--- src/core/hmc_pkg.sv ---
// package for the host miscellaneous configuration register block:
// offsets, field positions, reset value and pin timing constants.
// assumes a 32-bit configuration data path with dword-aligned byte addresses.
package hmc_pkg;

    // configuration space placement
    localparam logic [7:0] HMC_MISC_OFFSET = 8'hf0;
    localparam logic [7:0] HMC_PM_CAP_OFFSET = 8'h46;

    // field positions inside the miscellaneous configuration register
    localparam int HMC_BIT_WAKE_COLD = 15;
    localparam int HMC_BIT_WAKE_LOW = 13;
    localparam int HMC_BIT_LOW_STATE = 10;
    localparam int HMC_BIT_NO_ABORT = 4;
    localparam int HMC_BIT_PIN_ROUTE = 3;
    localparam int HMC_BIT_LINK_BYPASS = 2;
    localparam int HMC_BIT_HOST_BYPASS = 1;
    localparam int HMC_BIT_KEEP_CLOCK = 0;

    // writable bits; everything else is reserved and reads zero
    localparam logic [31:0] HMC_WRITE_MASK = 32'h0000a41f;
    localparam logic [31:0] HMC_RESET_VALUE = 32'h00002400;

    // answer to an access of a stopped link-domain register
    localparam logic [31:0] HMC_ALL_ONES = 32'hffffffff;

    // width of the two-wire pin group
    localparam int HMC_PIN_COUNT = 2;

    // clock run request: hold the line low this long once a stop is seen
    localparam int HMC_CLKRUN_HOLD_NS = 10;
    localparam int HMC_CLOCK_PERIOD_PS = 5000;
    localparam int HMC_CLKRUN_HOLD_CYCLES =
        ((HMC_CLKRUN_HOLD_NS * 1000 + HMC_CLOCK_PERIOD_PS - 1) / HMC_CLOCK_PERIOD_PS) < 1 ? 1 :
        ((HMC_CLKRUN_HOLD_NS * 1000 + HMC_CLOCK_PERIOD_PS - 1) / HMC_CLOCK_PERIOD_PS);

endpackage

--- src/core/hmc_misc_config.sv ---
// host miscellaneous configuration register with its pin, clock gate,
// clock run and link-access termination logic.
// assumes single-cycle configuration read and write strobes in the host clock
// domain, and a link clock status that arrives from the link clock domain.
//
// Notes on behaviour
// (RULE_01) reserved bits always read as zero
// (RULE_02) bit 15 mirrors wake-from-cold capability
// (RULE_03) bit 13 mirrors wake-from-low-state capability
// (RULE_04) bit 10 mirrors low-state support capability
// (RULE_05) host and link logic in separate clocks
// (RULE_06) stopped link access aborts when mode clear
// (RULE_07) mode set: stopped link access returns ones
// (RULE_08) software should set the no-abort mode
// (RULE_09) bit 3 routes pins to eeprom bus
// (RULE_10) bit 3 releases both general pin drivers
// (RULE_11) bit 2 bypasses link clock gating
// (RULE_12) bit 1 bypasses host clock gating
// (RULE_13) software keeps both bypass bits zero
// (RULE_14) bit 0 keeps clock running via clock run
// (RULE_15) bit 0 clear lets clock stop
// (RULE_16) reserved writes ignored; reset value 0x00002400
`timescale 1ns/1ps
module hmc_misc_config
    import hmc_pkg::*;
(
    // clock and reset
    input wire logic CLOCK,
    input wire logic RST,

    // configuration space access
    input wire logic CFG_WRITE,
    input wire logic CFG_READ,
    input wire logic [7:0] CFG_ADDR,
    input wire logic [3:0] CFG_BYTE_EN,
    input wire logic [31:0] CFG_WDATA,
    output logic CFG_READ_VALID,
    output logic [31:0] CFG_RDATA,

    // capability mirror into the power management capabilities register
    output logic WAKE_FROM_COLD_ADVERT,
    output logic WAKE_FROM_LOW_STATE_ADVERT,
    output logic LOW_STATE_ADVERT,

    // access to a link-domain register
    input wire logic LINK_ACCESS,
    input wire logic LINK_ACCESS_READ,
    input wire logic [31:0] LINK_READ_DATA,
    input wire logic LINK_CLOCK_RUNNING,
    output logic LINK_ACCESS_DONE,
    output logic LINK_TARGET_ABORT,
    output logic [31:0] LINK_ACCESS_RDATA,

    // clock gate control
    input wire logic HOST_CLOCK_GATE_REQ,
    input wire logic LINK_CLOCK_GATE_REQ,
    output logic HOST_CLOCK_GATE_OPEN,
    output logic LINK_CLOCK_GATE_OPEN,

    // clock run open-drain line
    input wire logic CLKRUN_IN,
    output logic CLKRUN_OUT,
    output logic CLKRUN_OE,

    // general pin drivers from the pin controller
    input wire logic GENERAL_PIN_THREE_DRIVE,
    input wire logic GENERAL_PIN_THREE_DRIVE_EN,
    input wire logic GENERAL_PIN_TWO_DRIVE,
    input wire logic GENERAL_PIN_TWO_DRIVE_EN,
    output logic GENERAL_PIN_THREE_SEEN,
    output logic GENERAL_PIN_TWO_SEEN,

    // general pin pads
    input wire logic GENERAL_PIN_THREE_IN,
    output logic GENERAL_PIN_THREE_OUT,
    output logic GENERAL_PIN_THREE_OE,
    input wire logic GENERAL_PIN_TWO_IN,
    output logic GENERAL_PIN_TWO_OUT,
    output logic GENERAL_PIN_TWO_OE,

    // serial eeprom two-wire lines
    input wire logic EEPROM_CLOCK_IN,
    output logic EEPROM_CLOCK_OUT,
    output logic EEPROM_CLOCK_OE,
    input wire logic EEPROM_DATA_IN,
    output logic EEPROM_DATA_OUT,
    output logic EEPROM_DATA_OE
);

    ////////////////////////////////////////////////////////////////////////
    // register storage

    // reserved flops hold constant zero and are trimmed
    logic [31:0] misc;
    logic [31:0] next_misc;
    logic [31:0] byte_mask;

    // decode: one dword at the register offset;
    // other offsets belong to neighbouring registers
    wire logic hit = (CFG_ADDR == HMC_MISC_OFFSET);
    wire logic do_write = CFG_WRITE && hit;

    // expand byte enables into a bit mask
    // lanes 2 and 3 carry only reserved bits
    always_comb begin
        byte_mask = {{8{CFG_BYTE_EN[3]}}, {8{CFG_BYTE_EN[2]}},
                     {8{CFG_BYTE_EN[1]}}, {8{CFG_BYTE_EN[0]}}};
    end

    // only enabled bytes of writable bits change; reserved bits stay zero
    assign next_misc = (misc & ~(byte_mask & HMC_WRITE_MASK))
                     | (CFG_WDATA & byte_mask & HMC_WRITE_MASK); // RULE_16

    // reset restores the advertised capabilities,
    // so they read right before software runs
    always_ff @(posedge CLOCK or posedge RST) begin
        if (RST) begin
            misc <= HMC_RESET_VALUE; // RULE_16
        end else if (do_write) begin
            misc <= next_misc;
        end
    end

    // named field views for the sections below
    wire logic no_target_abort_mode = misc[HMC_BIT_NO_ABORT];
    wire logic pins_to_eeprom_bus_route = misc[HMC_BIT_PIN_ROUTE];
    wire logic link_clock_gate_bypass = misc[HMC_BIT_LINK_BYPASS];
    wire logic host_clock_gate_bypass = misc[HMC_BIT_HOST_BYPASS];
    wire logic keep_clock = misc[HMC_BIT_KEEP_CLOCK];

    ////////////////////////////////////////////////////////////////////////
    // read path

    // unmapped offsets read zero; reserved bits masked off again for safety
    wire logic [31:0] read_word = hit ? (misc & HMC_WRITE_MASK) : 32'h00000000; // RULE_01

    // data holds between reads for a late sampler;
    // valid marks the one cycle owned by the strobe
    // both clear in reset, so no stale word shows
    always_ff @(posedge CLOCK or posedge RST) begin
        if (RST) begin
            CFG_READ_VALID <= 1'b0;
            CFG_RDATA <= 32'h00000000;
        end else begin
            CFG_READ_VALID <= CFG_READ;
            CFG_RDATA <= CFG_READ ? read_word : CFG_RDATA;
        end
    end

    ////////////////////////////////////////////////////////////////////////
    // power management capability mirror

    // levels go straight to the capability register;
    // a write shows there one cycle after its strobe
    // reset advertises both low-state capabilities
    assign WAKE_FROM_COLD_ADVERT = misc[HMC_BIT_WAKE_COLD]; // RULE_02
    assign WAKE_FROM_LOW_STATE_ADVERT = misc[HMC_BIT_WAKE_LOW]; // RULE_03
    assign LOW_STATE_ADVERT = misc[HMC_BIT_LOW_STATE]; // RULE_04

    ////////////////////////////////////////////////////////////////////////
    // link-domain access termination

    // link clock status crosses from the link domain through two stages
    // a level only; no pulse crosses, so two stages do
    logic link_run_meta;
    logic link_run;

    always_ff @(posedge CLOCK or posedge RST) begin
        if (RST) begin
            link_run_meta <= 1'b0;
            link_run <= 1'b0;
        end else begin
            link_run_meta <= LINK_CLOCK_RUNNING; // RULE_05
            link_run <= link_run_meta;
        end
    end

    // limitation: status is two cycles old, so an access
    // just after the link stops still goes to the link
    // a stopped link cannot answer, so the host side answers for it
    wire logic link_dead = !link_run;
    wire logic abort_now = LINK_ACCESS && link_dead && !no_target_abort_mode; // RULE_06
    wire logic ones_now = LINK_ACCESS && link_dead && no_target_abort_mode; // RULE_07
    wire logic [31:0] link_answer = ones_now ? HMC_ALL_ONES
                                  : (LINK_ACCESS_READ ? LINK_READ_DATA : 32'h00000000);

    // exactly one of done and abort, a cycle later
    always_ff @(posedge CLOCK or posedge RST) begin
        if (RST) begin
            LINK_ACCESS_DONE <= 1'b0;
            LINK_TARGET_ABORT <= 1'b0;
            LINK_ACCESS_RDATA <= 32'h00000000;
        end else begin
            LINK_ACCESS_DONE <= LINK_ACCESS && !abort_now; // RULE_07
            LINK_TARGET_ABORT <= abort_now; // RULE_06
            LINK_ACCESS_RDATA <= LINK_ACCESS ? link_answer : LINK_ACCESS_RDATA;
        end
    end

    ////////////////////////////////////////////////////////////////////////
    // clock gate bypass

    // bypass bits stay clear in products: the gated
    // clocks would then never stop and waste power
    // requests come from clock control on this clock
    // test feature: a set bypass holds the gate open whatever the request
    assign HOST_CLOCK_GATE_OPEN = host_clock_gate_bypass || HOST_CLOCK_GATE_REQ; // RULE_12
    assign LINK_CLOCK_GATE_OPEN = link_clock_gate_bypass || LINK_CLOCK_GATE_REQ; // RULE_11

    ////////////////////////////////////////////////////////////////////////
    // clock run keeper

    // the shared line is asynchronous here: two stages
    logic clkrun_meta;
    logic clkrun_sync;
    logic clkrun_pull;

    always_ff @(posedge CLOCK or posedge RST) begin
        if (RST) begin
            clkrun_meta <= 1'b0;
            clkrun_sync <= 1'b0;
        end else begin
            clkrun_meta <= CLKRUN_IN;
            clkrun_sync <= clkrun_meta;
        end
    end

    // the keeper only asks; the central resource decides,
    // and the clock may stop once keeping is cleared
    hmc_clock_keeper u_keeper (
        .clock(CLOCK),
        .rst(RST),
        .keep_enable(keep_clock),
        .line_high(clkrun_sync),
        .line_drive_low(clkrun_pull)
    );

    // open drain: only ever drives low
    // hazard: other agents share it, never drive high
    assign CLKRUN_OUT = 1'b0;
    assign CLKRUN_OE = clkrun_pull; // RULE_14

    ////////////////////////////////////////////////////////////////////////
    // general pin routing

    // index 1 is pin three (clock line), index 0 is pin two (data line)
    // drivers come from this clock and need no stages
    logic [1:0] pad_sync_meta;
    logic [1:0] pad_sync;
    logic [1:0] bus_sync_meta;
    logic [1:0] bus_sync;
    logic [1:0] gen_seen;
    logic [1:0] pad_out;
    logic [1:0] pad_oe;
    logic [1:0] bus_out;
    logic [1:0] bus_oe;

    // pads and eeprom lines are outside the domain
    always_ff @(posedge CLOCK or posedge RST) begin
        if (RST) begin
            pad_sync_meta <= 2'h0;
            pad_sync <= 2'h0;
            bus_sync_meta <= 2'h0;
            bus_sync <= 2'h0;
        end else begin
            pad_sync_meta <= {GENERAL_PIN_THREE_IN, GENERAL_PIN_TWO_IN};
            pad_sync <= pad_sync_meta;
            bus_sync_meta <= {EEPROM_CLOCK_IN, EEPROM_DATA_IN};
            bus_sync <= bus_sync_meta;
        end
    end

    // routing follows the stages, so the seen value
    // has the same two-cycle delay from either source
    // pad drivers are released while the route is on
    hmc_pin_router #(
        .COUNT(HMC_PIN_COUNT)
    ) u_router (
        .route(pins_to_eeprom_bus_route),
        .gen_out({GENERAL_PIN_THREE_DRIVE, GENERAL_PIN_TWO_DRIVE}),
        .gen_oe({GENERAL_PIN_THREE_DRIVE_EN, GENERAL_PIN_TWO_DRIVE_EN}),
        .gen_in(gen_seen),
        .pad_in(pad_sync),
        .pad_out(pad_out),
        .pad_oe(pad_oe),
        .bus_in(bus_sync),
        .bus_out(bus_out),
        .bus_oe(bus_oe)
    );

    // split packed vectors back onto per-pin ports
    assign GENERAL_PIN_THREE_SEEN = gen_seen[1];
    assign GENERAL_PIN_TWO_SEEN = gen_seen[0];
    assign GENERAL_PIN_THREE_OUT = pad_out[1];
    assign GENERAL_PIN_THREE_OE = pad_oe[1];
    assign GENERAL_PIN_TWO_OUT = pad_out[0];
    assign GENERAL_PIN_TWO_OE = pad_oe[0];
    assign EEPROM_CLOCK_OUT = bus_out[1];
    assign EEPROM_CLOCK_OE = bus_oe[1];
    assign EEPROM_DATA_OUT = bus_out[0];
    assign EEPROM_DATA_OE = bus_oe[0];

endmodule

--- src/core/hmc_clock_keeper.sv ---
// clock run keeper: pulls the shared open-drain clock run line low when
// the central resource tries to stop the clock and keeping is enabled.
// assumes the line input has already passed a two-stage synchroniser.
`timescale 1ns/1ps
module hmc_clock_keeper
    import hmc_pkg::*;
#(
    parameter int HOLD_CYCLES = HMC_CLKRUN_HOLD_CYCLES
) (
    input wire logic clock,
    input wire logic rst,
    input wire logic keep_enable,
    input wire logic line_high,
    output logic line_drive_low
);

    typedef enum logic [1:0] {HMC_IDLE, HMC_HOLD, HMC_RELEASE} hmc_keep_t;

    hmc_keep_t state;
    hmc_keep_t next_state;
    logic [7:0] count;
    logic [7:0] next_count;
    wire logic stop_attempt = line_high;

    // line high means the central resource has released it to stop the clock
    always_comb begin
        next_state = state;
        next_count = count;
        case (state)
            HMC_IDLE: begin
                if (keep_enable && stop_attempt) begin // RULE_14
                    next_state = HMC_HOLD;
                    next_count = 8'(HOLD_CYCLES - 1);
                end
            end
            HMC_HOLD: begin
                if (count == 8'h00) begin
                    next_state = HMC_RELEASE;
                end else begin
                    next_count = count - 8'h01;
                end
            end
            // wait one cycle so our own release is not taken as a new stop
            HMC_RELEASE: begin
                next_state = HMC_IDLE;
            end
            default: begin
                next_state = HMC_IDLE;
            end
        endcase
    end

    always_ff @(posedge clock or posedge rst) begin
        if (rst) begin
            state <= HMC_IDLE;
            count <= 8'h00;
        end else begin
            state <= next_state;
            count <= next_count;
        end
    end

    // never drive while keeping is off, so the clock may be stopped
    assign line_drive_low = (state == HMC_HOLD) && keep_enable; // RULE_15

endmodule

--- src/core/hmc_pin_router.sv ---
// pin router: sends the general pin drivers either to their own pads or,
// when routing is on, onto the serial eeprom two-wire lines.
// assumes bus and pad inputs are already synchronised by the caller.
`timescale 1ns/1ps
module hmc_pin_router
    import hmc_pkg::*;
#(
    parameter int COUNT = HMC_PIN_COUNT
) (
    input wire logic route,
    input wire logic [COUNT-1:0] gen_out,
    input wire logic [COUNT-1:0] gen_oe,
    output logic [COUNT-1:0] gen_in,
    input wire logic [COUNT-1:0] pad_in,
    output logic [COUNT-1:0] pad_out,
    output logic [COUNT-1:0] pad_oe,
    input wire logic [COUNT-1:0] bus_in,
    output logic [COUNT-1:0] bus_out,
    output logic [COUNT-1:0] bus_oe
);

    genvar i;
    generate
        for (i = 0; i < COUNT; i = i + 1) begin : g_pin
            // routed: pad released, driver lands on the bus line
            assign pad_out[i] = gen_out[i];
            assign pad_oe[i] = gen_oe[i] && !route; // RULE_10
            assign bus_out[i] = gen_out[i];
            assign bus_oe[i] = gen_oe[i] && route; // RULE_09
            assign gen_in[i] = route ? bus_in[i] : pad_in[i]; // RULE_09
        end
    endgenerate

endmodule

--- config.mk ---
export PLATFORM = sky130hd
export DESIGN_NAME = hmc_misc_config
export DESIGN_NICKNAME = d
export VERILOG_FILES = /design/src/core/hmc_pkg.sv /design/src/core/hmc_misc_config.sv /design/src/core/hmc_clock_keeper.sv /design/src/core/hmc_pin_router.sv
export SDC_FILE = /design/constraint.sdc
export NUM_CORES = 1
export LEC_CHECK = 0
export BUFFER_PORTS_ARGS = -buffer_cell sky130_fd_sc_hd__buf_2
export CAP_MARGIN = 40
export CORE_UTILIZATION = 35
export CTS_BUF_LIST = sky130_fd_sc_hd__clkbuf_16
export DETAILED_ROUTE_END_ITERATION = 16
export GPL_ROUTABILITY_DRIVEN = 0
export PLACE_DENSITY = 0.65
export SETUP_SLACK_MARGIN = 0.02
export SYNTH_ARGS = -nofsm -noshare
export SYNTH_HDL_FRONTEND = slang
export SYNTH_HIERARCHICAL = 1
export SYNTH_SLANG_ARGS = --single-unit
--- constraint.sdc ---
create_clock -name CLOCK -period 3.96 [get_ports CLOCK]
set_clock_uncertainty 0.05 [all_clocks]
set_input_delay 0.792 -clock CLOCK [delete_from_list [all_inputs] [get_ports CLOCK]]
set_output_delay 0.792 -clock CLOCK [all_outputs]
set_load 0.01 [all_outputs]
==> results.md, run 1 <==
* Vias at 2493
* Reg2reg setup slack at 2.06 ns
* First-pass GRT wire length at 11700 microns
* Routed WL at approximately 7000 microns
* CP Data Required Time at 3.12 ns
* Number of synthesized flops with an enable pin at 0
* Final worst-path cycle share at 54.3%
* Vias in the first global route at 2475
* ANT nets after route at 0
* RSZ-0062 raised after global routing: false
* Setup-failing EPs final at 0
* Reg2reg end: u_keeper/count[0]
* Layout area overhead at 27.8%
* Core box area at 0.00885 sq mm
* Failing checks: design-rule violations
* Resized cells post-CTS at 0
* Critical Path Start Type: register
* Maximum vdd ir drop at about 0.18 mV
* Top cell type's share of synthesized area at 54.8%
* Setup bufs post-CTS at 0
* Final hold violation count at 0
* Worst R2R Start: u_keeper/count[5]
* Port bufs at between 100 and 150
* Synthesis warning total at 6
* Tmin final at between 2 and 2.5 ns
* Final hold slack at around 0.30 ns
* Max-cap viol count at 0
* Tightest Hold Check Type: register to register
* Maximum fanout along the worst path at 8
* Maximum clock path buffer count at 2
* Ys async rst share at 100%
* Clk slew on worst S/H paths at 0.06 ns
* Site row count at 34
* Initial antenna violation count at 0
* Num ports at 178
* Hold buffers post-CTS at 0
* Initial core utilization at 36.7%
* Layout cells sized above 1 at 38.8%
* Non-filler cells, final at 536
* Distinct cells, synth at 41
* Worst slew margin at 55.2%
* Setup TNS at 0 ns
* NumNets Final at about 520
* P_leak at 2.27 nW
* Die area at 0.00966 sq mm
* Netlist Area Pre-Place at 0.00324 sq mm
* Max-slew violations at 0
* First-pass DRT Iterations at 13
* Root Buffer: clkbuf_16
* Total Routing Usage GR at ~15%
* CP endpoint: GENERAL_PIN_THREE_SEEN
* Max Clock Freq at between 400 and 500 MHz
* Status: complete, but fails checks
* Residual DRC at 7
* Total CTS buffers at 9
* Syn avg cell area at 10.6 sq um
* Synth Flop Type: dfrtp_1
* Gr ovfl total at 0
* Worst skew pair latency at 0.32 ns
* Synth top cells by count: dfrtp_1, nand2_1, a21oi_1, nor2b_1, buf_4
* Fillers at 865
* Initial drt markers at 67
* CTS tree: built
* Htree depth at 3
* Detailed Place HPWL at roughly 5000 microns
* Number of diodes at 0
* Vias per inst at between 4 and 5
* Most numerous cell in the Yosys netlist: dfrtp_1
* Largest cells by area after synthesis: dfrtp_1, buf_4, nor2b_1, a21oi_1, nand2_1
* Critical path endpoint category: output pin
* DP Cell Count at 520
* FF-to-FF path depth at 4
* Die Ht at 98.3 microns
* Worst-Margin Slew at a little under 0.7 ns
* TritonCTS Sinks at 73
* Routed wire per std cell at 13.1 microns
* Chip Width at 98.3 microns
* Power density cells at 485 mW/mm^2
* Largest net degree at the start of global routing at 38
* Yosys top cell by area: dfrtp_1
* Seq cells post-synth at 73
* Seq/Total Area, Yosys at a little under three fifths
* Arrival @ worst endpoint at 1.31 ns
* Post-Synthesis Cells at 306
* Final core occ at 46.8%
* Crit Path Class: register to output pin
-- cells in the final DEF, fill, tap and decap left out, types with 2 or more instances in the layout --
| master | count |
|---|---|
| nor2b_1 | 33 |
| and2b_2 | 2 |
| nor3_1 | 4 |
| mux2_2 | 10 |
| inv_1 | 11 |
| and2_1 | 2 |
| o21ai_0 | 8 |
| conb_1 | 25 |
| nand4_1 | 9 |
| mux2i_1 | 2 |
| nand2_1 | 34 |
| nor3b_1 | 2 |
| xnor2_1 | 3 |
| nor2_1 | 8 |
| nand3_1 | 3 |
| nand3b_1 | 2 |
| buf_2 | 120 |
| dfrtp_1 | 71 |
| dfstp_2 | 2 |
| and2_2 | 2 |
| clkbuf_16 | 9 |
| buf_4 | 3 |
| nand2b_1 | 2 |
| clkinv_4 | 2 |
| ha_1 | 2 |
| a21oi_1 | 33 |
| inv_6 | 2 |
| or2_2 | 2 |
-- cell type report --
type	instances	area, sq um	area share [%]
Clock inverter	7	77.6	1.87
Sequential cell	73	1830	44.1
Timing Repair Buffer	124	643	15.5
Multi-Input combinational cell	203	1190	28.7
Inverter	12	45.0	1.09
Tap cell	108	135	3.26
Clock buffer	9	225	5.43
-- layer usage --
layer / routed length (microns) / vias up / track usage, %
met5: 0 / - / 0
met4: 140 / 0 / 7.12
met3: 609 / 15 / 4.65
met2: 3240 / 117 / 24.8
met1: 3020 / 1163 / 18.7
li1: - / 1198 / -
-- stage by stage --
stage / worst slack (ns) / power, mW / instance area, sq um
after global placement: 1.60 / 1.20 / 3820
after floorplan: 1.55 / 1.12 / 3330
after global routing: 1.74 / 2.12 / 4150
final: 1.81 / 2.01 / 4150
after CTS: 1.79 / 2.04 / 4150
after detailed placement: 1.60 / 1.22 / 3840
-- worst min path at each step --
stage	end	start	cells after the start
6_report	link_run	link_run_meta	0
5_1_grt	link_run	link_run_meta	0
4_1_cts	link_run	link_run_meta	0
3_5_place_dp	link_run	link_run_meta	0
2_1_floorplan	bus_sync[0]	bus_sync_meta[0]	0
3_3_place_gp	bus_sync[0]	bus_sync_meta[0]	0
-- critical path, cell delays in order, from the launching register on --
cell	delay, ns
dfrtp_1	0.49
mux2_2	0.37
buf_2	0.14
-- power by group --
group / leakage [nW] / total, mW / internal (mW) / switching, mW
clock network: 0.146 / 0.811 / 0.493 / 0.318
logic: 1.18 / 0.347 / 0.163 / 0.183
registers: 0.946 / 0.853 / 0.808 / 0.0450
total: 2.27 / 2.01 / 1.46 / 0.547
-- logic make-up (layout without fill, tap and decap cells) --
group	count (synthesis)	count (layout)	share of synthesized area, %
flops	73	73	56.4
compound gates	45	45	7.25
buf+inv	54	152	9.72
other cells	1	25	0.116
xor+xnor	3	3	0.810
simple gates	116	116	20.9
mux	12	12	4.09
fa+ha+maj	2	2	0.771
Power figures use the tool's default switching activity.
==> run 2: changes to the inputs <==
Clock period 3.96 ns to 2 ns, I/O delays scaled along.
==> run 2 against run 1 <==
Against the previous run:
- the run still ends with design-rule violations left
- global-route usage grew 0.12 points
- core utilization up 0.79 points
- hold slack lost 0.27 ns
- sequential share of layout area shrank 0.73 points
- clock power increased by 110%
- sequential power up 98%
- via count is 0.64% higher
- combinational power up 100%
- critical path depth is 2 higher
- die area is the same
- clock-buffer cell count unchanged
- worst setup slack lost 1.7 ns
- critical path type is now register to register
==> results.md, run 2 (synthesis gave the netlist of run 1 again) <==
* Status: complete, but fails checks
* Failing checks: design-rule violations
* Resized cells post-CTS at 0 (unchanged)
* Busiest grt layer: met2
* Detailed Place HPWL at 5050 microns (+0.24%)
* Final worst-path cycle share at 94.3%
* Buf+Inv Stages, Crit Path at 0 (-1)
* Critical path cell sequence: or4_4, or4b_4, nand2_2, a31o_1
* Crit path largest cell delay at 0.58 ns (+0.09 ns)
* CP Data Required Time at 2.21 ns (-0.91 ns)
* CTS tree: built
* Largest net degree at the start of global routing at 38 (unchanged)
* Die area at 0.00966 sq mm (unchanged)
* Initial drt markers at 100 (+49%)
* Routed wire per std cell at 13.0 microns (-0.67%)
* TritonCTS Sinks at 73 (unchanged)
* P_leak at 2.29 nW (+1.1%)
* Gr ovfl total at 0 (unchanged)
* Critical path endpoint category: register
* Maximum clock path buffer count at 2 (unchanged)
* Hold buffers post-CTS at 0 (unchanged)
* Fillers at 870 (+0.58%)
* Htree depth at 3 (unchanged)
* RSZ-0062 raised after global routing: false
* NumNets Final at 522 (+0.58%)
* Maximum fanout along the worst path at 5 (-3)
* Commonest non-fill, non-tap cell in the layout: buf_2
* Initial core utilization at 36.7% (unchanged)
* Power density cells at 977 mW/mm^2 (+100%)
* First-pass DRT Iterations at 14 (+1)
* Met1 Use GR at 18.9% (+0.18 points)
* Vias in the first global route at 2498 (+0.93%)
* Final worst slack at 0.115 ns (-1.69 ns)
* Vias per inst at 4.65 (about the same)
* Max-slew violations at 0 (unchanged)
* Layout area overhead at 29.9%
* Total Routing Usage GR at 15.4% (+0.12 points)
* Initial antenna violation count at 0 (unchanged)
* Tmin final at 1.89 ns
* Most frequent cells in the layout: buf_2, dfrtp_1, nand2_1
* Tightest Hold Check Type: input port to async pin
* Clk slew on worst S/H paths at 0.06 ns (about the same)
* Vias at 2509 (+0.64%)
* Number of diodes at 0 (unchanged)
* Residual DRC at 4 (-3)
* First-pass GRT wire length at 11800 microns (+0.76%)
* Max-cap viol count at 0 (unchanged)
* DP Cell Count at 523 (+0.58%)
* Chip Width at 98.3 microns (unchanged)
* Multi-input gate area at 0.00119 sq mm (unchanged)
* Routed WL at 7000 microns (-0.11%)
* Port bufs at 120 (unchanged)
* Site row count at 34 (unchanged)
* Root Buffer: clkbuf_16
* Slowest cell on the critical path: or4_4
* Met2 Resource Use GR at 25.4% (+0.60 points)
* Met3 Use GR at 5.51% (+0.86 points)
* Non-filler cells, final at 539 (+0.56%)
* Setup TNS at 0 ns (unchanged)
* Core box area at 0.00885 sq mm (unchanged)
* Crit Path Class: register to register
* Max Clock Freq at 530 MHz
* Dpl ws at 0.137 ns (-1.46 ns)
* Layout cells sized above 1 at 39.2% (+0.43 points)
* Final hold violation count at 0 (unchanged)
* Total CTS buffers at 9 (unchanged)
* Die Ht at 98.3 microns (unchanged)
* Num ports at 178 (unchanged)
* Arrival @ worst endpoint at 2.10 ns (+0.79 ns)
* Maximum vdd ir drop at 0.348 mV (+95%)
* Critical Path Start Type: register
* Register Area at 0.00183 sq mm (unchanged)
* Setup bufs post-CTS at 0 (unchanged)
* Setup-failing EPs final at 0 (unchanged)
* ANT nets after route at 0 (unchanged)
* CP delay by family, top: simple AND/OR/NAND/NOR gates
* Worst skew pair latency at 0.32 ns (about the same)
-- run 2: cell count changes in the layout (fill, tap and decap cells not counted) --
cell	delta
inv_6	+1
clkinvlp_4	+2
buf_4	+2
bufinv_16	+1
inv_2	-1
buf_16	+1
clkinv_4	-2
clkinv_2	-1
-- run 2: final timing paths --
path,from,endpoint,slack (ns),cells past startpoint
max,u_keeper/count[5],u_keeper/count[1],0.11,4
min,RST,u_keeper/count[7],0.03,2
max reg2reg,u_keeper/count[5],u_keeper/count[1],0.11,4
min reg2reg,pad_sync_meta[0],pad_sync[0],0.30,0
max in group asynchronous,RST,async pin,1.43,3
min in group CLOCK,LINK_CLOCK_RUNNING,link_run_meta,0.13,1
-- run 2: cell type report --
class                      instances  area share (%)
clock buffer                       9            5.34
sequential                        73            43.4
multi-input combinational        203            28.2
timing repair buffer             127            16.3
clock inverter                     7            2.40
tap                              108            3.21
inverter                          12            1.16
-- run 2: through the flow --
stage	hold WS [ns]	instance area [sq um]	utilization, %	power [mW]
floorplan	0.190	3340	-	2.22
global placement	0.282	3860	43.6	2.38
detailed placement	0.285	3890	43.9	2.41
CTS	0.0381	4220	47.6	4.17
global route	0.0634	4220	47.6	4.32
finish	0.0340	4220	47.6	4.12
-- run 2: routing by layer --
metal	routed length (microns)	up-vias
met3	586	7
li1	-	1203
met1	2990	1190
met5	0	-
met2	3340	109
met4	86	0
-- run 2: power breakdown --
| group | internal [mW] | leakage, nW | switching, mW |
|---|---|---|---|
| logic | 0.331 | 1.20 | 0.366 |
| registers | 1.60 | 0.946 | 0.0906 |
| clock network | 1.10 | 0.153 | 0.624 |
